$ cat config.mk
export PLATFORM = sky130hd
export DESIGN_NAME = lcs_ctrl
export DESIGN_NICKNAME = d
export VERILOG_FILES = /design/src/inc/lcs_pkg.sv /design/src/rtl/lcs_ctrl.sv /design/src/rtl/lcs_strap_lut.sv
export SDC_FILE = /design/constraint.sdc
export NUM_CORES = 1
export LEC_CHECK = 0
export BUFFER_PORTS_ARGS = -buffer_cell sky130_fd_sc_hd__buf_4
export CAP_MARGIN = 20
export CORE_AREA = 4 4 75 77
export DETAILED_ROUTE_END_ITERATION = 8
export DIE_AREA = 0 0 79 81
export GPL_TIMING_DRIVEN = 0
export PLACE_DENSITY = 0.74
export RECOVER_POWER = 50
export SLEW_MARGIN = 20
export SYNTH_ARGS = -nofsm -noshare
export SYNTH_HDL_FRONTEND = slang
export SYNTH_SLANG_ARGS = --single-unit
$ cat constraint.sdc
create_clock -name clk -period 4.1 [get_ports clk]
set_clock_uncertainty 0.15 [all_clocks]
set_input_delay 0.205 -clock clk [delete_from_list [all_inputs] [get_ports clk]]
set_output_delay 0.205 -clock clk [all_outputs]
set_load 0.01 [all_outputs]
$ cat src/inc/lcs_pkg.sv
// Constants and types for the low consumption state control block.
// Assumes a 25 MHz system clock; strap level arrives already digitised.
package lcs_pkg;
	// ----------------------------------------------------------------
	// Timing
	// ----------------------------------------------------------------
	localparam int unsigned CLK_HZ        = 25000000;
	localparam int unsigned STOP_TIME_US  = 20;
	localparam int unsigned STOP_CYCLES   = (STOP_TIME_US * (CLK_HZ / 1000000));
	localparam int unsigned SETTLE_SW_CYC = 12;
	localparam int unsigned SETTLE_CYCLES = SETTLE_SW_CYC * 2;
	localparam int unsigned CNT_W         = 10;
	localparam int unsigned DUTY_W        = 7;
	localparam int unsigned ACC_W         = 12;
	// ----------------------------------------------------------------
	// Strap codes and exit duty thresholds (percent)
	// ----------------------------------------------------------------
	localparam logic [1:0] STRAP_ZERO  = 2'h0;
	localparam logic [1:0] STRAP_100K  = 2'h1;
	localparam logic [1:0] STRAP_180K  = 2'h2;
	localparam logic [1:0] STRAP_OPEN  = 2'h3;
	localparam logic [6:0] DUTY_ZERO   = 7'h50;
	localparam logic [6:0] DUTY_100K   = 7'h4b;
	localparam logic [6:0] DUTY_180K   = 7'h41;
	localparam logic [6:0] DUTY_OPEN   = 7'h00;
	localparam logic [11:0] EXIT_SCORE = 12'h100;
	// ----------------------------------------------------------------
	// States
	// ----------------------------------------------------------------
	typedef enum logic [2:0] {
		LCS_WAIT_EN, LCS_STRAP, LCS_RUN, LCS_SLEEP, LCS_QUALIFY, LCS_SETTLE
	} lcs_state_t;
endpackage : lcs_pkg

$ cat src/rtl/lcs_ctrl.sv
// Low consumption state control: burst stop detection, strap capture,
// duty-qualified exit and settling before gate drive resumes.
// Assumes all inputs synchronous to clk; duty sample valid per switching cycle.
`timescale 1ns/10ps
module lcs_ctrl
	import lcs_pkg::*;
#(
	parameter int unsigned STOP_CNT   = STOP_CYCLES,
	parameter int unsigned SETTLE_CNT = SETTLE_CYCLES
) (
	// Clock and reset
	input  wire logic              clk,
	input  wire logic              rst_b,
	// Supply and remote enable
	input  wire logic              supply_ok,
	input  wire logic              remote_enable,
	// Drain sense comparators above arming threshold
	input  wire logic [1:0]        drain_sense_inputs,
	// Digitised strap level
	input  wire logic [1:0]        strap_select_pin,
	// Body-diode conduction duty, percent, with valid strobe
	input  wire logic [DUTY_W-1:0] duty_meas,
	input  wire logic              duty_valid,
	// Gate requests from the turn-on/off logic
	input  wire logic [1:0]        gate_req,
	// Outputs
	output logic [1:0]             gate_drive,
	output logic                   strap_sense_current,
	output logic                   low_consumption,
	output logic [DUTY_W-1:0]      exit_duty_threshold
);
	// ----------------------------------------------------------------
	// State
	// ----------------------------------------------------------------
	typedef struct packed {
		lcs_state_t        state;
		logic [CNT_W-1:0]  cnt;
		logic [ACC_W-1:0]  score;
		logic [DUTY_W-1:0] thr;
		logic [1:0]        gate;
		logic              isrc;
		logic              sleep;
	} lcs_regs_t;

	lcs_regs_t         r;
	lcs_regs_t         next_r;
	logic [DUTY_W-1:0] lut_thr;
	logic              both_high;
	logic [DUTY_W-1:0] excess;
	logic              stop_done;
	logic              settle_done;

	// ----------------------------------------------------------------
	// Strap lookup and helpers
	// ----------------------------------------------------------------
	// The lookup is combinational; its value is only kept in the strap phase
	lcs_strap_lut u_lut (
		.strap_code          (strap_select_pin),
		.exit_duty_threshold (lut_thr)
	);

	// Both drains high means the primary has stopped switching
	assign both_high   = &drain_sense_inputs;
	// Excess of measured duty over the held threshold, zero when below it
	assign excess      = (duty_meas > r.thr) ? DUTY_W'(duty_meas - r.thr) : '0;
	// End points of the stop window and of the settling count
	assign stop_done   = (r.cnt >= CNT_W'(STOP_CNT - 1));
	assign settle_done = (r.cnt >= CNT_W'(SETTLE_CNT - 1));

	// ----------------------------------------------------------------
	// Next state
	// ----------------------------------------------------------------
	always_comb begin
		next_r       = r;
		next_r.gate  = 2'h0;
		// Supply loss drops gates, sense current and count (threshold kept) and forces a fresh strap phase
		if (!supply_ok) begin
			next_r.state = LCS_WAIT_EN;
			next_r.isrc  = 1'b0;
			next_r.sleep = 1'b1;
			next_r.cnt   = '0;
		end else begin
			case (r.state)
				// Wait for enable before the strap is looked at
				LCS_WAIT_EN: begin
					next_r.sleep = 1'b1;
					if (remote_enable) begin
						next_r.state = LCS_STRAP;
						next_r.isrc  = 1'b1;
					end
				end
				// One cycle of sense current, then the code is held
				LCS_STRAP: begin
					next_r.thr   = lut_thr;
					next_r.isrc  = 1'b0;
					next_r.score = '0;
					next_r.state = LCS_QUALIFY;
				end
				// Gates follow their requests; watch for a primary stop
				LCS_RUN: begin
					next_r.sleep = 1'b0;
					next_r.gate  = gate_req;
					if (!remote_enable) begin
						next_r.state = LCS_SLEEP;
						next_r.sleep = 1'b1;
						next_r.gate  = 2'h0;
						next_r.cnt   = '0;
					end else if (both_high) begin
						if (stop_done) begin
							next_r.state = LCS_SLEEP;
							next_r.sleep = 1'b1;
							next_r.gate  = 2'h0;
							next_r.cnt   = '0;
						end else begin
							next_r.cnt = r.cnt + 1'b1;
						end
					end else begin
						next_r.cnt = '0;
					end
				end
				// Idle with gates off until enable is high
				LCS_SLEEP: begin
					next_r.sleep = 1'b1;
					next_r.score = '0;
					if (remote_enable) begin
						next_r.state = LCS_QUALIFY;
					end
				end
				// Excess is accumulated per switching cycle, so a larger
				// excess reaches the exit score in fewer cycles; a sample
				// at or below the threshold starts the count again
				LCS_QUALIFY: begin
					next_r.sleep = 1'b1;
					if (!remote_enable) begin
						next_r.state = LCS_SLEEP;
					end else if (duty_valid) begin
						if (excess == '0) begin
							next_r.score = '0;
						end else if (r.score + ACC_W'(excess) >= EXIT_SCORE) begin
							next_r.state = LCS_SETTLE;
							next_r.cnt   = '0;
						end else begin
							next_r.score = r.score + ACC_W'(excess);
						end
					end
				end
				// Internal timers settle before the gates are released
				LCS_SETTLE: begin
					next_r.sleep = 1'b1;
					if (!remote_enable) begin
						next_r.state = LCS_SLEEP;
					end else if (settle_done) begin
						next_r.state = LCS_RUN;
						next_r.sleep = 1'b0;
						next_r.cnt   = '0;
					end else begin
						next_r.cnt = r.cnt + 1'b1;
					end
				end
				default: begin
					next_r.state = LCS_WAIT_EN;
				end
			endcase
		end
	end

	// ----------------------------------------------------------------
	// Registers
	// ----------------------------------------------------------------
	always_ff @(posedge clk or negedge rst_b) begin
		if (!rst_b) begin
			r <= '{state: LCS_WAIT_EN,
			       cnt:   '0,
			       score: '0,
			       thr:   DUTY_OPEN,
			       gate:  2'h0,
			       isrc:  1'b0,
			       sleep: 1'b1};
		end else begin
			r <= next_r;
		end
	end

	// ----------------------------------------------------------------
	// Outputs, all straight from the state register
	// ----------------------------------------------------------------
	assign gate_drive          = r.gate;
	assign strap_sense_current = r.isrc;
	assign low_consumption     = r.sleep;
	assign exit_duty_threshold = r.thr;
endmodule : lcs_ctrl

$ cat src/rtl/lcs_strap_lut.sv
// Strap code to exit duty threshold lookup.
// Pure combinational; the caller registers the result.
`timescale 1ns/10ps
module lcs_strap_lut (
	// Strap code in
	input  wire logic [1:0] strap_code,
	// Threshold out
	output logic [6:0]      exit_duty_threshold
);
	import lcs_pkg::*;
	always_comb begin
		case (strap_code)
			STRAP_ZERO: exit_duty_threshold = DUTY_ZERO;
			STRAP_100K: exit_duty_threshold = DUTY_100K;
			STRAP_180K: exit_duty_threshold = DUTY_180K;
			default:    exit_duty_threshold = DUTY_OPEN;
		endcase
	end
endmodule : lcs_strap_lut

Word-level counts from Yosys, hierarchy flattened
Index checks and enable logic that the tools add are counted.
{"block": "op_classes", "n_addsub": 3, "order_cmp": 4, "eq_ne": 26, "mux": 38, "reduce_logical": 12}
{"op": "13-bit two-way mux", "n": 4}
{"op": "10-bit two-way mux", "n": 4}
{"op": "10-bit one-hot mux with 3 select lines", "n": 1}
{"op": "25-bit two-way mux", "n": 1}
{"op": "12-bit two-way mux", "n": 2}
{"op": "3-bit inequality test, second input constant", "n": 8}
{"op": "4-bit inequality test, second input constant", "n": 6}
{"op": "12-bit one-hot mux with 2 select lines", "n": 1}
{"op": "22-bit two-way mux", "n": 1}
{"op": "3-bit two-way mux", "n": 7}
{"op": "7-bit one-hot mux with 3 select lines", "n": 1}
{"op": "3-bit one-hot mux with 6 select lines", "n": 1}
{"op": "12-bit by 7-bit adder with 12-bit output", "n": 1}
{"op": "12-bit by 9-bit >= comparator with 1-bit output, second input constant", "n": 1}
{"op": "2-bit two-way mux", "n": 6}
{"op": "10-bit by 1-bit adder with 10-bit output, second input constant", "n": 1}
{"op": "10-bit by 5-bit >= comparator with 1-bit output, second input constant", "n": 1}
{"op": "10-bit by 9-bit >= comparator with 1-bit output, second input constant", "n": 1}
{"op": "8-bit AND reduction", "n": 1}
{"op": "7-bit greater-than comparator", "n": 1}
{"op": "7-bit logical NOT", "n": 1}
{"op": "7-bit two-way mux", "n": 1}
{"op": "7-bit subtractor", "n": 1}
{"op": "3-bit by 2-bit == test with 1-bit output, second input constant", "n": 2}
{"op": "19 further kinds", "n": 28}
{"block": "word_totals", "register_bits": 36, "elab_cells": 90}

Logic depth before layout (Yosys ltp)
Gate-level depths: netlist of run 1.
{"block": "logic_depth", "word_depth": 10, "mapped_depth": 17}

Hierarchy
Synthesis of run 1 repeated with hierarchy kept, for this count alone.
{"block": "unflattened", "hier_cells": 314, "area_unflattened_um2": 2841.5}
{"mod": "lcs_ctrl", "n_inst": 1, "cells_per_inst": 304, "area_each_um2": 2766.4, "seq_area_each_um2": 902.1}
{"mod": "lcs_strap_lut", "n_inst": 1, "cells_per_inst": 10, "area_each_um2": 75.1, "seq_area_each_um2": 0.0}

Worst setup path after synthesis of run 1
Ideal clock, no wire load.
{"block": "synth_path", "path_kind": "reg2reg", "start": "register r (netlist bit exit_duty_threshold[3])", "end": "register r[21] (netlist name)", "arrival_time_ps": 3823, "slack_ps": 8, "path_stages_with_launch": 16, "path_buffers": 1, "synth_period_minus_slack_ps": 4092, "path_cell_list": "dfrtp_1 -> inv_1 -> ha_1 -> nand4b_1 -> or3_1 -> o31ai_2 -> nor2_1 -> ha_1 -> fa_1 -> a211oi_1 -> o21ai_0 -> or2_1 -> a221oi_1 -> o311ai_2 -> buf_2 -> and2_1"}
{"block": "synth_via", "elab_chain_cells": 8, "elab_cells_between_ends": 13, "cone_classes": "2 x add/sub; 2 x order compare; 1 x eq/ne; 6 x mux; 2 x reduce/logical"}
{"element": "start: declaration", "line": "lcs_ctrl.sv:45", "source": "lcs_regs_t r;"}
{"element": "start signal: assignment", "line": "lcs_ctrl.sv:172", "source": "r <= '{state: LCS_WAIT_EN,"}
{"element": "start signal: assignment", "line": "lcs_ctrl.sv:180", "source": "r <= next_r;"}
{"element": "7-bit subtractor or 7-bit greater-than comparator (tied branches)", "line": "lcs_ctrl.sv:65", "source": "assign excess = (duty_meas > r.thr) ? DUTY_W'(duty_meas - r.thr) : '0;"}
{"element": "7-bit two-way mux (*)", "line": "lcs_ctrl.sv:65"}
{"element": "parallel branches: the longest is 6 deep, another holds 12-bit by 7-bit adder with 12-bit output"}
Mark *: on every way between the ends. The select of a mux whose other input is x is not followed.
A chain may end at the register's enable or synchronous reset.

Worst setup path after layout of run 1
{"block": "layout_path", "start": "register r (netlist bit exit_duty_threshold[4])", "end": "register r[31] (netlist name)"}
{"block": "layout_via", "elab_chain_cells": 6, "elab_cells_between_ends": 9, "cone_classes": "2 x add/sub; 2 x order compare; 2 x eq/ne; 1 x mux; 2 x reduce/logical"}
{"element": "7-bit subtractor or 7-bit greater-than comparator (tied branches)", "line": "lcs_ctrl.sv:65"}
{"element": "7-bit two-way mux (*)", "line": "lcs_ctrl.sv:65"}
{"element": "12-bit by 7-bit adder with 12-bit output", "line": "lcs_ctrl.sv:139", "source": "end else if (r.score + ACC_W'(excess) >= EXIT_SCORE) begin"}
{"element": "12-bit by 9-bit >= comparator with 1-bit output", "line": "lcs_ctrl.sv:139"}
{"element": "3-bit inequality test (no source line)"}
{"element": "6-bit AND reduction (no source line) (*)"}
Mark *: on every way between the ends. The rest lies on a longest branch, timed or not.

==> metrics.yaml, run 1 <==
status:
  status: "finished with violations"
  violations: "capacitance limit, slew limit, setup timing"
pwr:
  p_leak_uw: 0.00152
  power_density_mw_per_mm2: 419
  totalPowerFinal_uw: 1400
  ir_worst_vdd_uv: 287
route:
  finalWirelength_mm: 6.17
  wl_per_cell_um: 14.5
  via_per_inst: 5.62
  vias: 2389
  drc: 0
  ant_nets: 0
  first_pass_iters: 4
  first_iter_violations: 109
synthesis:
  synth_top_area_cell: "dfrtp_1"
  yosysWarningCount: 0
  synthSimpleGateAreaFrac: 0.237
  synth_area_leaders: "dfrtp_1 (31%), ha_1 (7.7%), a21oi_1 (4.0%)"
  synth_top_family_by_area: "simple AND/OR/NAND/NOR gates"
  synthXorXnorAreaFrac: 0.0337
  async_reset_ff_frac: 1.00
  netlist_instances: 299
  yosys_register_bits: 33
  synth_edf_count: 0
  syn_area_per_cell_um2: 8.68
  synthAdderAreaFrac: 0.0925
  synth_ff_type: "dfrtp_1"
  synth-compound-area-share: 0.235
  synthMuxAreaShare: 0.00434
  netlist_area_mm2: 0.00260
  synth_top_area_share: 0.308
  ys_seq_area_frac: 0.319
  synth_cell_types: 69
die:
  ios: 29
  die_x_um: 79
  die-area_mm2: 0.00640
  fp.coreArea_mm2: 0.00501
  die-height_um: 81
  rows: 26
  floorplan.initialDensity: 0.518
layout:
  syn_to_final_growth_pct: 28.5
  fin_area_mm2: 0.00334
  most-common-layout-cells: "buf_4 (53), dfrtp_1 (32), nor2_1 (26), nand2_1 (23), a21oi_1 (19)"
  final_layout_size_suffix_gt1_frac: 0.299
  final_common_cell: "buf_4"
  diodes: 0
  final_nets: 390
cts:
  h-tree-depth: 2
  cts_max_path_buffers: 2
  cts_made_buffers: 5
  cts_sinks: 33
  clk_latency_ns: 0.29
  clk_pin_slew_ns: 0.07
  cts_root_buffer: "clkbuf_8"
  cts_tree: "done"
critical_path:
  worst_setup_path_end_kind: "flop"
  worst_setup_path_start_kind: "flop"
  path_max_fanout: 6
  setup.worst_path.class: "flop to flop"
  crit_family: "compound AO/OA/AOI/OAI gates"
  arrival_ns: 4.18
  max_stage_delay_ns: 0.51
  r2r_slack_ns: -0.005
  cp_slowest_cell: "or4b_4"
  cp_cell_sequence: "inv_2, ha_4, nand4b_1, or3_4, o31ai_4, nor2_1, ha_2, fa_2, a211oi_4, nor2_1, o22ai_2, a311o_2, or4b_4, a2111oi_4, o221a_1"
  cp_common_cell: "nor2_1"
  cp_data_required_time_ns: 4.18
  path_buf_inv: 1
sta:
  rsz0062_at_grt: "true"
  finalHoldViolations: 0
  final_max_slew_viol_count: 34
  setup_violations: 1
  whs_ns: 0.0778
  worst_pin_slew_ns: 1.89
  setup_ws_ns: -0.00470
  slew_headroom: -0.258
  max_freq_ghz: 0.244
  period_share: 1.00
  finalCriticalPeriod_ns: 4.10
grt:
  grt_pass1_wl_mm: 10.6
  grt_use_met3: 0.0443
  grt-busiest-layer: "met2"
  use_met2: 0.363
  grt_max_degree: 34
  antenna_found_initial: 0
  grt_overflow: 0
  grt_usage: 0.203
  grt_use_met1: 0.246
  grt_pass1_vias: 2337
placed_design:
  dp_hpwl_mm: 4.24
  port_buffers: 25
  place_ws_ns: -0.708
  dpl-instance-area_mm2: 0.00288
  routabilityCongestion: 0.858
hold_path:
  hold_class: "input pin to flop"
job:
  maxCapViolations: 1
==> cells in the mapped netlist (all sizes together), types with 2 or more instances <==
cell     count
buf         15
ha          16
o22ai        6
a211o        2
o211ai       4
nor2b        3
nand2b       7
xnor2        7
dfrtp       32
or2          2
nor2        28
a311o        2
and2         9
nor3         8
nand3        7
nand3b       4
nor3b        3
nand2       23
inv         18
a211oi       4
a21oi       22
or4b         2
fa           2
and3b        2
clkbuf       2
xor2         3
a21o         4
and3         6
a2111oi      2
or4          2
o21a         3
o31ai       10
o211a        3
o21ai        9
or3          3
==> per-layer routing <==
metal	wire [µm]	up-vias
met2	3130	50
li1	-	1183
met1	2750	1147
met4	72	0
met3	223	9
met5	0	-
==> what timing repair did <==
item / CTS / global route
endpoints found under the setup margin: 23 / 18
pin swaps: 3 / 21
endpoints found under the hold margin: 34 / 0
hold buffers: 3 / 0
buffers inserted: 4 / 15
gates resized for setup: 15 / 23
==> power by group <==
part | switching, µW | total [µW] | internal, µW
registers | 22.4 | 379 | 357
logic | 384 | 779 | 396
clock network | 123 | 240 | 118
==> metrics by stage <==
step            util  setup TNS [ns]  instances
2_1_floorplan      -               0        300
3_3_place_gp   0.574          -10.98        395
3_5_place_dp   0.574          -12.32        395
4_1_cts        0.626               0        410
5_1_grt        0.666          -0.754        425
6_report       0.666        -0.00470        425
==> state kept, by name, summed over array words and instances, names as in the netlist <==
signal and flops:
exit_duty_threshold 4, gate_drive 2, low_consumption 1, r 25, strap_sense_current 1
==> area by class of cell <==
type                       instances  area, µm²
inverter                          19       71.3
multi-input combinational        230       1770
tap                               70       87.6
sequential                        33        827
clock inverter                     2       10.0
buffer                            18        131
fill                             428       1670
clock buffer                       6       72.6
timing repair buffer              47        364
==> worst min-delay path: stages <==
cell     delay, ns
buf_4         0.08
ha_1          0.13
a21oi_1       0.05
==> path summary, 6_finish.rpt <==
check | cells past startpoint | start | end
worst max register to register | 15 | exit_duty_threshold[4]$_DFFE_PN0P_ | r[31]$_DFFE_PN0P_
worst max-delay path | 15 | exit_duty_threshold[4]$_DFFE_PN0P_ | r[31]$_DFFE_PN0P_
worst min-delay path | 3 | strap_select_pin[1] | exit_duty_threshold[6]$_DFFE_PN0P_
worst min register to register | 2 | r[11]$_DFFE_PN0P_ | r[11]$_DFFE_PN0P_
min in group asynchronous | 2 | rst_b | r[25]$_DFFE_PN0P_
max in group asynchronous | 2 | rst_b | exit_duty_threshold[0]$_DFFE_PN0P_
==> kinds of logic after synthesis <==
kind of cell	Yosys count
flip-flops	33
AO/OA/AOI/OAI	84
buffers and inverters	37
adder cells (fa/ha/maj)	18
other	1
AND/OR/NAND/NOR	115
multiplexers	1
XOR/XNOR	10
(Power assumes the default switching activity.)
==> inputs of run 2 (changes only) <==
- CORE_AREA: 4 4 75 77 -> 4 4 74 76
- CTS_BUF_LIST: not set -> sky130_fd_sc_hd__clkbuf_8
- DIE_AREA: 0 0 79 81 -> 0 0 78 80
- PLACE_DENSITY: 0.74 -> 0.76
==> run 2 against run 1 <==
  * The flow finishes with violations (capacitance limit, slew limit)
  * Utilization is 1.8 points higher
  * Critical endpoint is now r[23]$_DFFE_PN0P_
  * Fmax is 1.4% higher
  * Global-route usage is 0.51 points lower
  * First-iteration DRC count is 6.4% higher
  * Register-to-register slack better by 0.06 ns
  * Cell area is 3.2% lower
  * Worst setup slack better by 0.058 ns
  * Via count is 1.1% lower
  * Combinational power is 6.2% lower
  * Die area is 2.5% lower
  * Sequential share of layout area is 0.82 points higher
  * Worst hold slack worse by 0.0050 ns
==> metrics.yaml, run 2 (synthesized netlist as in run 1, its figures left out) <==
status:
  status: "finished with violations"  # unchanged
  violations: "capacitance limit, slew limit"  # was capacitance limit, slew limit, setup timing
grt:
  grt_pass1_wl_mm: 9.92  # was 10.6 mm
  grt_max_degree: 34  # unchanged
  grt_usage: 0.198  # was 0.203
  grt_overflow: 0  # unchanged
  antenna_found_initial: 0  # unchanged
  grt_pass1_vias: 2224  # was 2337
layout:
  layout.area.seq_um2: 827  # unchanged
  syn_to_final_growth_pct: 24.4  # was 28.5%
  largest_register_ffs: 25  # unchanged
  top_register: "r"  # unchanged
  fill_cells: 381  # was 428
  diodes: 0  # unchanged
  multiInputGateArea_mm2: 0.00172  # was 0.00177 mm²
  fin_area_mm2: 0.00323  # was 0.00334 mm²
  most-common-layout-cells: "buf_4 (49), dfrtp_1 (32), nor2_1 (27), nand2_1 (23), a21oi_1 (21)"  # was buf_4 (53), dfrtp_1 (32), nor2_1 (26), nand2_1 (23), a21oi_1 (19)
  final_nets: 384  # was 390
  final_common_cell: "buf_4"  # unchanged
  final_layout_size_suffix_gt1_frac: 0.258  # was 0.299
sta:
  max_freq_ghz: 0.247  # was 0.244 GHz
  fin_tns_setup_ns: 0  # was -0.00470 ns
  final_max_slew_viol_count: 34  # unchanged
  period_share: 0.987  # was 1.00
  slew_headroom: -0.247  # was -0.258
  setup_violations: 0  # was 1
  rsz0062_at_grt: "true"  # unchanged
  finalHoldViolations: 0  # unchanged
  finalCriticalPeriod_ns: 4.05  # was 4.10 ns
  setup_ws_ns: 0.0532  # was -0.00470 ns
  whs_ns: 0.0728  # was 0.0778 ns
  worst_pin_slew_ns: 1.87  # was 1.89 ns
critical_path:
  max_stage_delay_ns: 0.50  # was 0.51 ns
  r2r_slack_ns: 0.05  # was -0.005 ns
  path_max_fanout: 10  # was 6
  worst_setup_path_end_kind: "flop"  # unchanged
  cp_common_cell: "o211ai_1"  # was nor2_1
  worst_setup_path_start_kind: "flop"  # unchanged
  path_buf_inv: 3  # was 1
  reg2reg_from: "exit_duty_threshold[6]$_DFFE_PN0P_"  # was exit_duty_threshold[4]$_DFFE_PN0P_
  cp_data_required_time_ns: 4.16  # was 4.18 ns
  cp_cell_sequence: "inv_1, ha_4, nand4b_1, or3_4, o31ai_4, buf_4, nor2_1, ha_1, o211ai_1, o211ai_1, and4_1, a311o_2, or4b_4, buf_6, a211o_1, a21oi_2"  # was inv_2, ha_4, nand4b_1, or3_4, o31ai_4, nor2_1, ha_2, fa_2, a211oi_4, nor2_1, o22ai_2, a311o_2, or4b_4, a2111oi_4, o221a_1
  setup.worst_path.class: "flop to flop"  # unchanged
  cp_slowest_cell: "or4b_4"  # unchanged
  arrival_ns: 4.11  # was 4.18 ns
  crit_family: "simple AND/OR/NAND/NOR gates"  # was compound AO/OA/AOI/OAI gates
  crit_path_start: "exit_duty_threshold[6]$_DFFE_PN0P_"  # was exit_duty_threshold[4]$_DFFE_PN0P_
die:
  floorplan.initialDensity: 0.550  # was 0.518
  die-area_mm2: 0.00624  # was 0.00640 mm²
  die_x_um: 78  # was 79 µm
  fp.coreArea_mm2: 0.00472  # was 0.00501 mm²
  rows: 25  # was 26
  ios: 29  # unchanged
  die-height_um: 80  # was 81 µm
route:
  finalWirelength_mm: 6.07  # was 6.17 mm
  ant_nets: 0  # unchanged
  first_pass_iters: 4  # unchanged
  vias: 2363  # was 2389
  first_iter_violations: 116  # was 109
  via_per_inst: 5.68  # was 5.62
  wl_per_cell_um: 14.6  # was 14.5 µm
  drc: 0  # unchanged
cts:
  cts_made_buffers: 5  # unchanged
  clk_pin_slew_ns: 0.07  # about the same
  h-tree-depth: 2  # unchanged
  clk_latency_ns: 0.29  # about the same
  cts_tree: "done"  # unchanged
  cts_root_buffer: "clkbuf_8"  # unchanged
  cts_sinks: 33  # unchanged
  cts_max_path_buffers: 2  # unchanged
pwr:
  comb_power_share: 0.536  # was 0.557
  power_density_mw_per_mm2: 422  # was 419 mW/mm²
  seqPwrFrac: 0.277  # was 0.271
  p_switching_uw: 511  # was 528 µW
  swShare: 0.375  # was 0.378
  clkPwrFrac: 0.187  # was 0.172
  p_leak_uw: 0.00150  # was 0.00152 µW
  cell_internal_pwr_uw: 851  # was 870 µW
  ir_worst_vdd_uv: 296  # was 287 µV
job:
  maxCapViolations: 1  # unchanged
placed_design:
  dp_hpwl_mm: 4.20  # was 4.24 mm
  port_buffers: 25  # unchanged
  place_ws_ns: -0.655  # was -0.708 ns
  dpl-instance-area_mm2: 0.00287  # was 0.00288 mm²
  routabilityCongestion: 0.914  # was 0.858
hold_path:
  min_from: "strap_select_pin[1]"  # unchanged
  hold_class: "input pin to flop"  # unchanged
-- run 2: layer usage --
layer  up-vias  track usage  wire length (µm)  part of all wire
met1      1138        0.253              2740              0.45
met3        10       0.0406               250             0.041
met2        45        0.330              2990              0.49
li1       1170            -                 -                 -
met4         0       0.0734                83             0.014
met5         -            0                 0                 0
-- run 2: area by class of cell --
class	count	area share
plain buffers	18	0.0399
clock buffers	6	0.0256
clock inverters	2	0.00232
inverters	19	0.0221
multi-input cells	230	0.532
flip-flops and latches	33	0.256
well taps	67	0.0260
repair buffers	41	0.0965
-- run 2: repair_timing --
action | in CTS | in global routing
hold buffers | 3 | 0
hold endpoints to repair | 34 | 0
pin swaps | 2 | 13
endpoints found under the setup margin | 23 | 18
gates resized for setup | 14 | 12
setup buffers | 3 | 10
-- run 2: final timing paths --
path | to | depth (start not counted)
min in group asynchronous | r[17]$_DFFE_PN0P_ | 2
max in group asynchronous | exit_duty_threshold[0]$_DFFE_PN0P_ | 2
max reg2reg | r[23]$_DFFE_PN0P_ | 16
min | exit_duty_threshold[6]$_DFFE_PN0P_ | 3
max | r[23]$_DFFE_PN0P_ | 16
min reg2reg | r[14]$_DFFE_PN0P_ | 2
-- run 2: through the flow --
stage | utilization | std cells | total power [µW]
6_report | 0.684 | 416 | 1360
5_1_grt | 0.684 | 416 | 1460
2_1_floorplan | - | 300 | 805
3_3_place_gp | 0.608 | 392 | 948
3_5_place_dp | 0.608 | 392 | 958
4_1_cts | 0.659 | 406 | 1270
-- run 2: worst min-delay path: stages --
cell and delay [ns]:
buf_4 0.08, ha_1 0.13, a21oi_1 0.05
-- run 2: power groups by stage --
stage / Clock, µW / Combinational, µW / Sequential, µW
6_report: 255 / 731 / 377
5_1_grt: 270 / 809 / 380
3_3_place_gp: 0 / 564 / 384
3_5_place_dp: 0 / 572 / 386
4_1_cts: 255 / 639 / 377
2_1_floorplan: 0 / 424 / 381
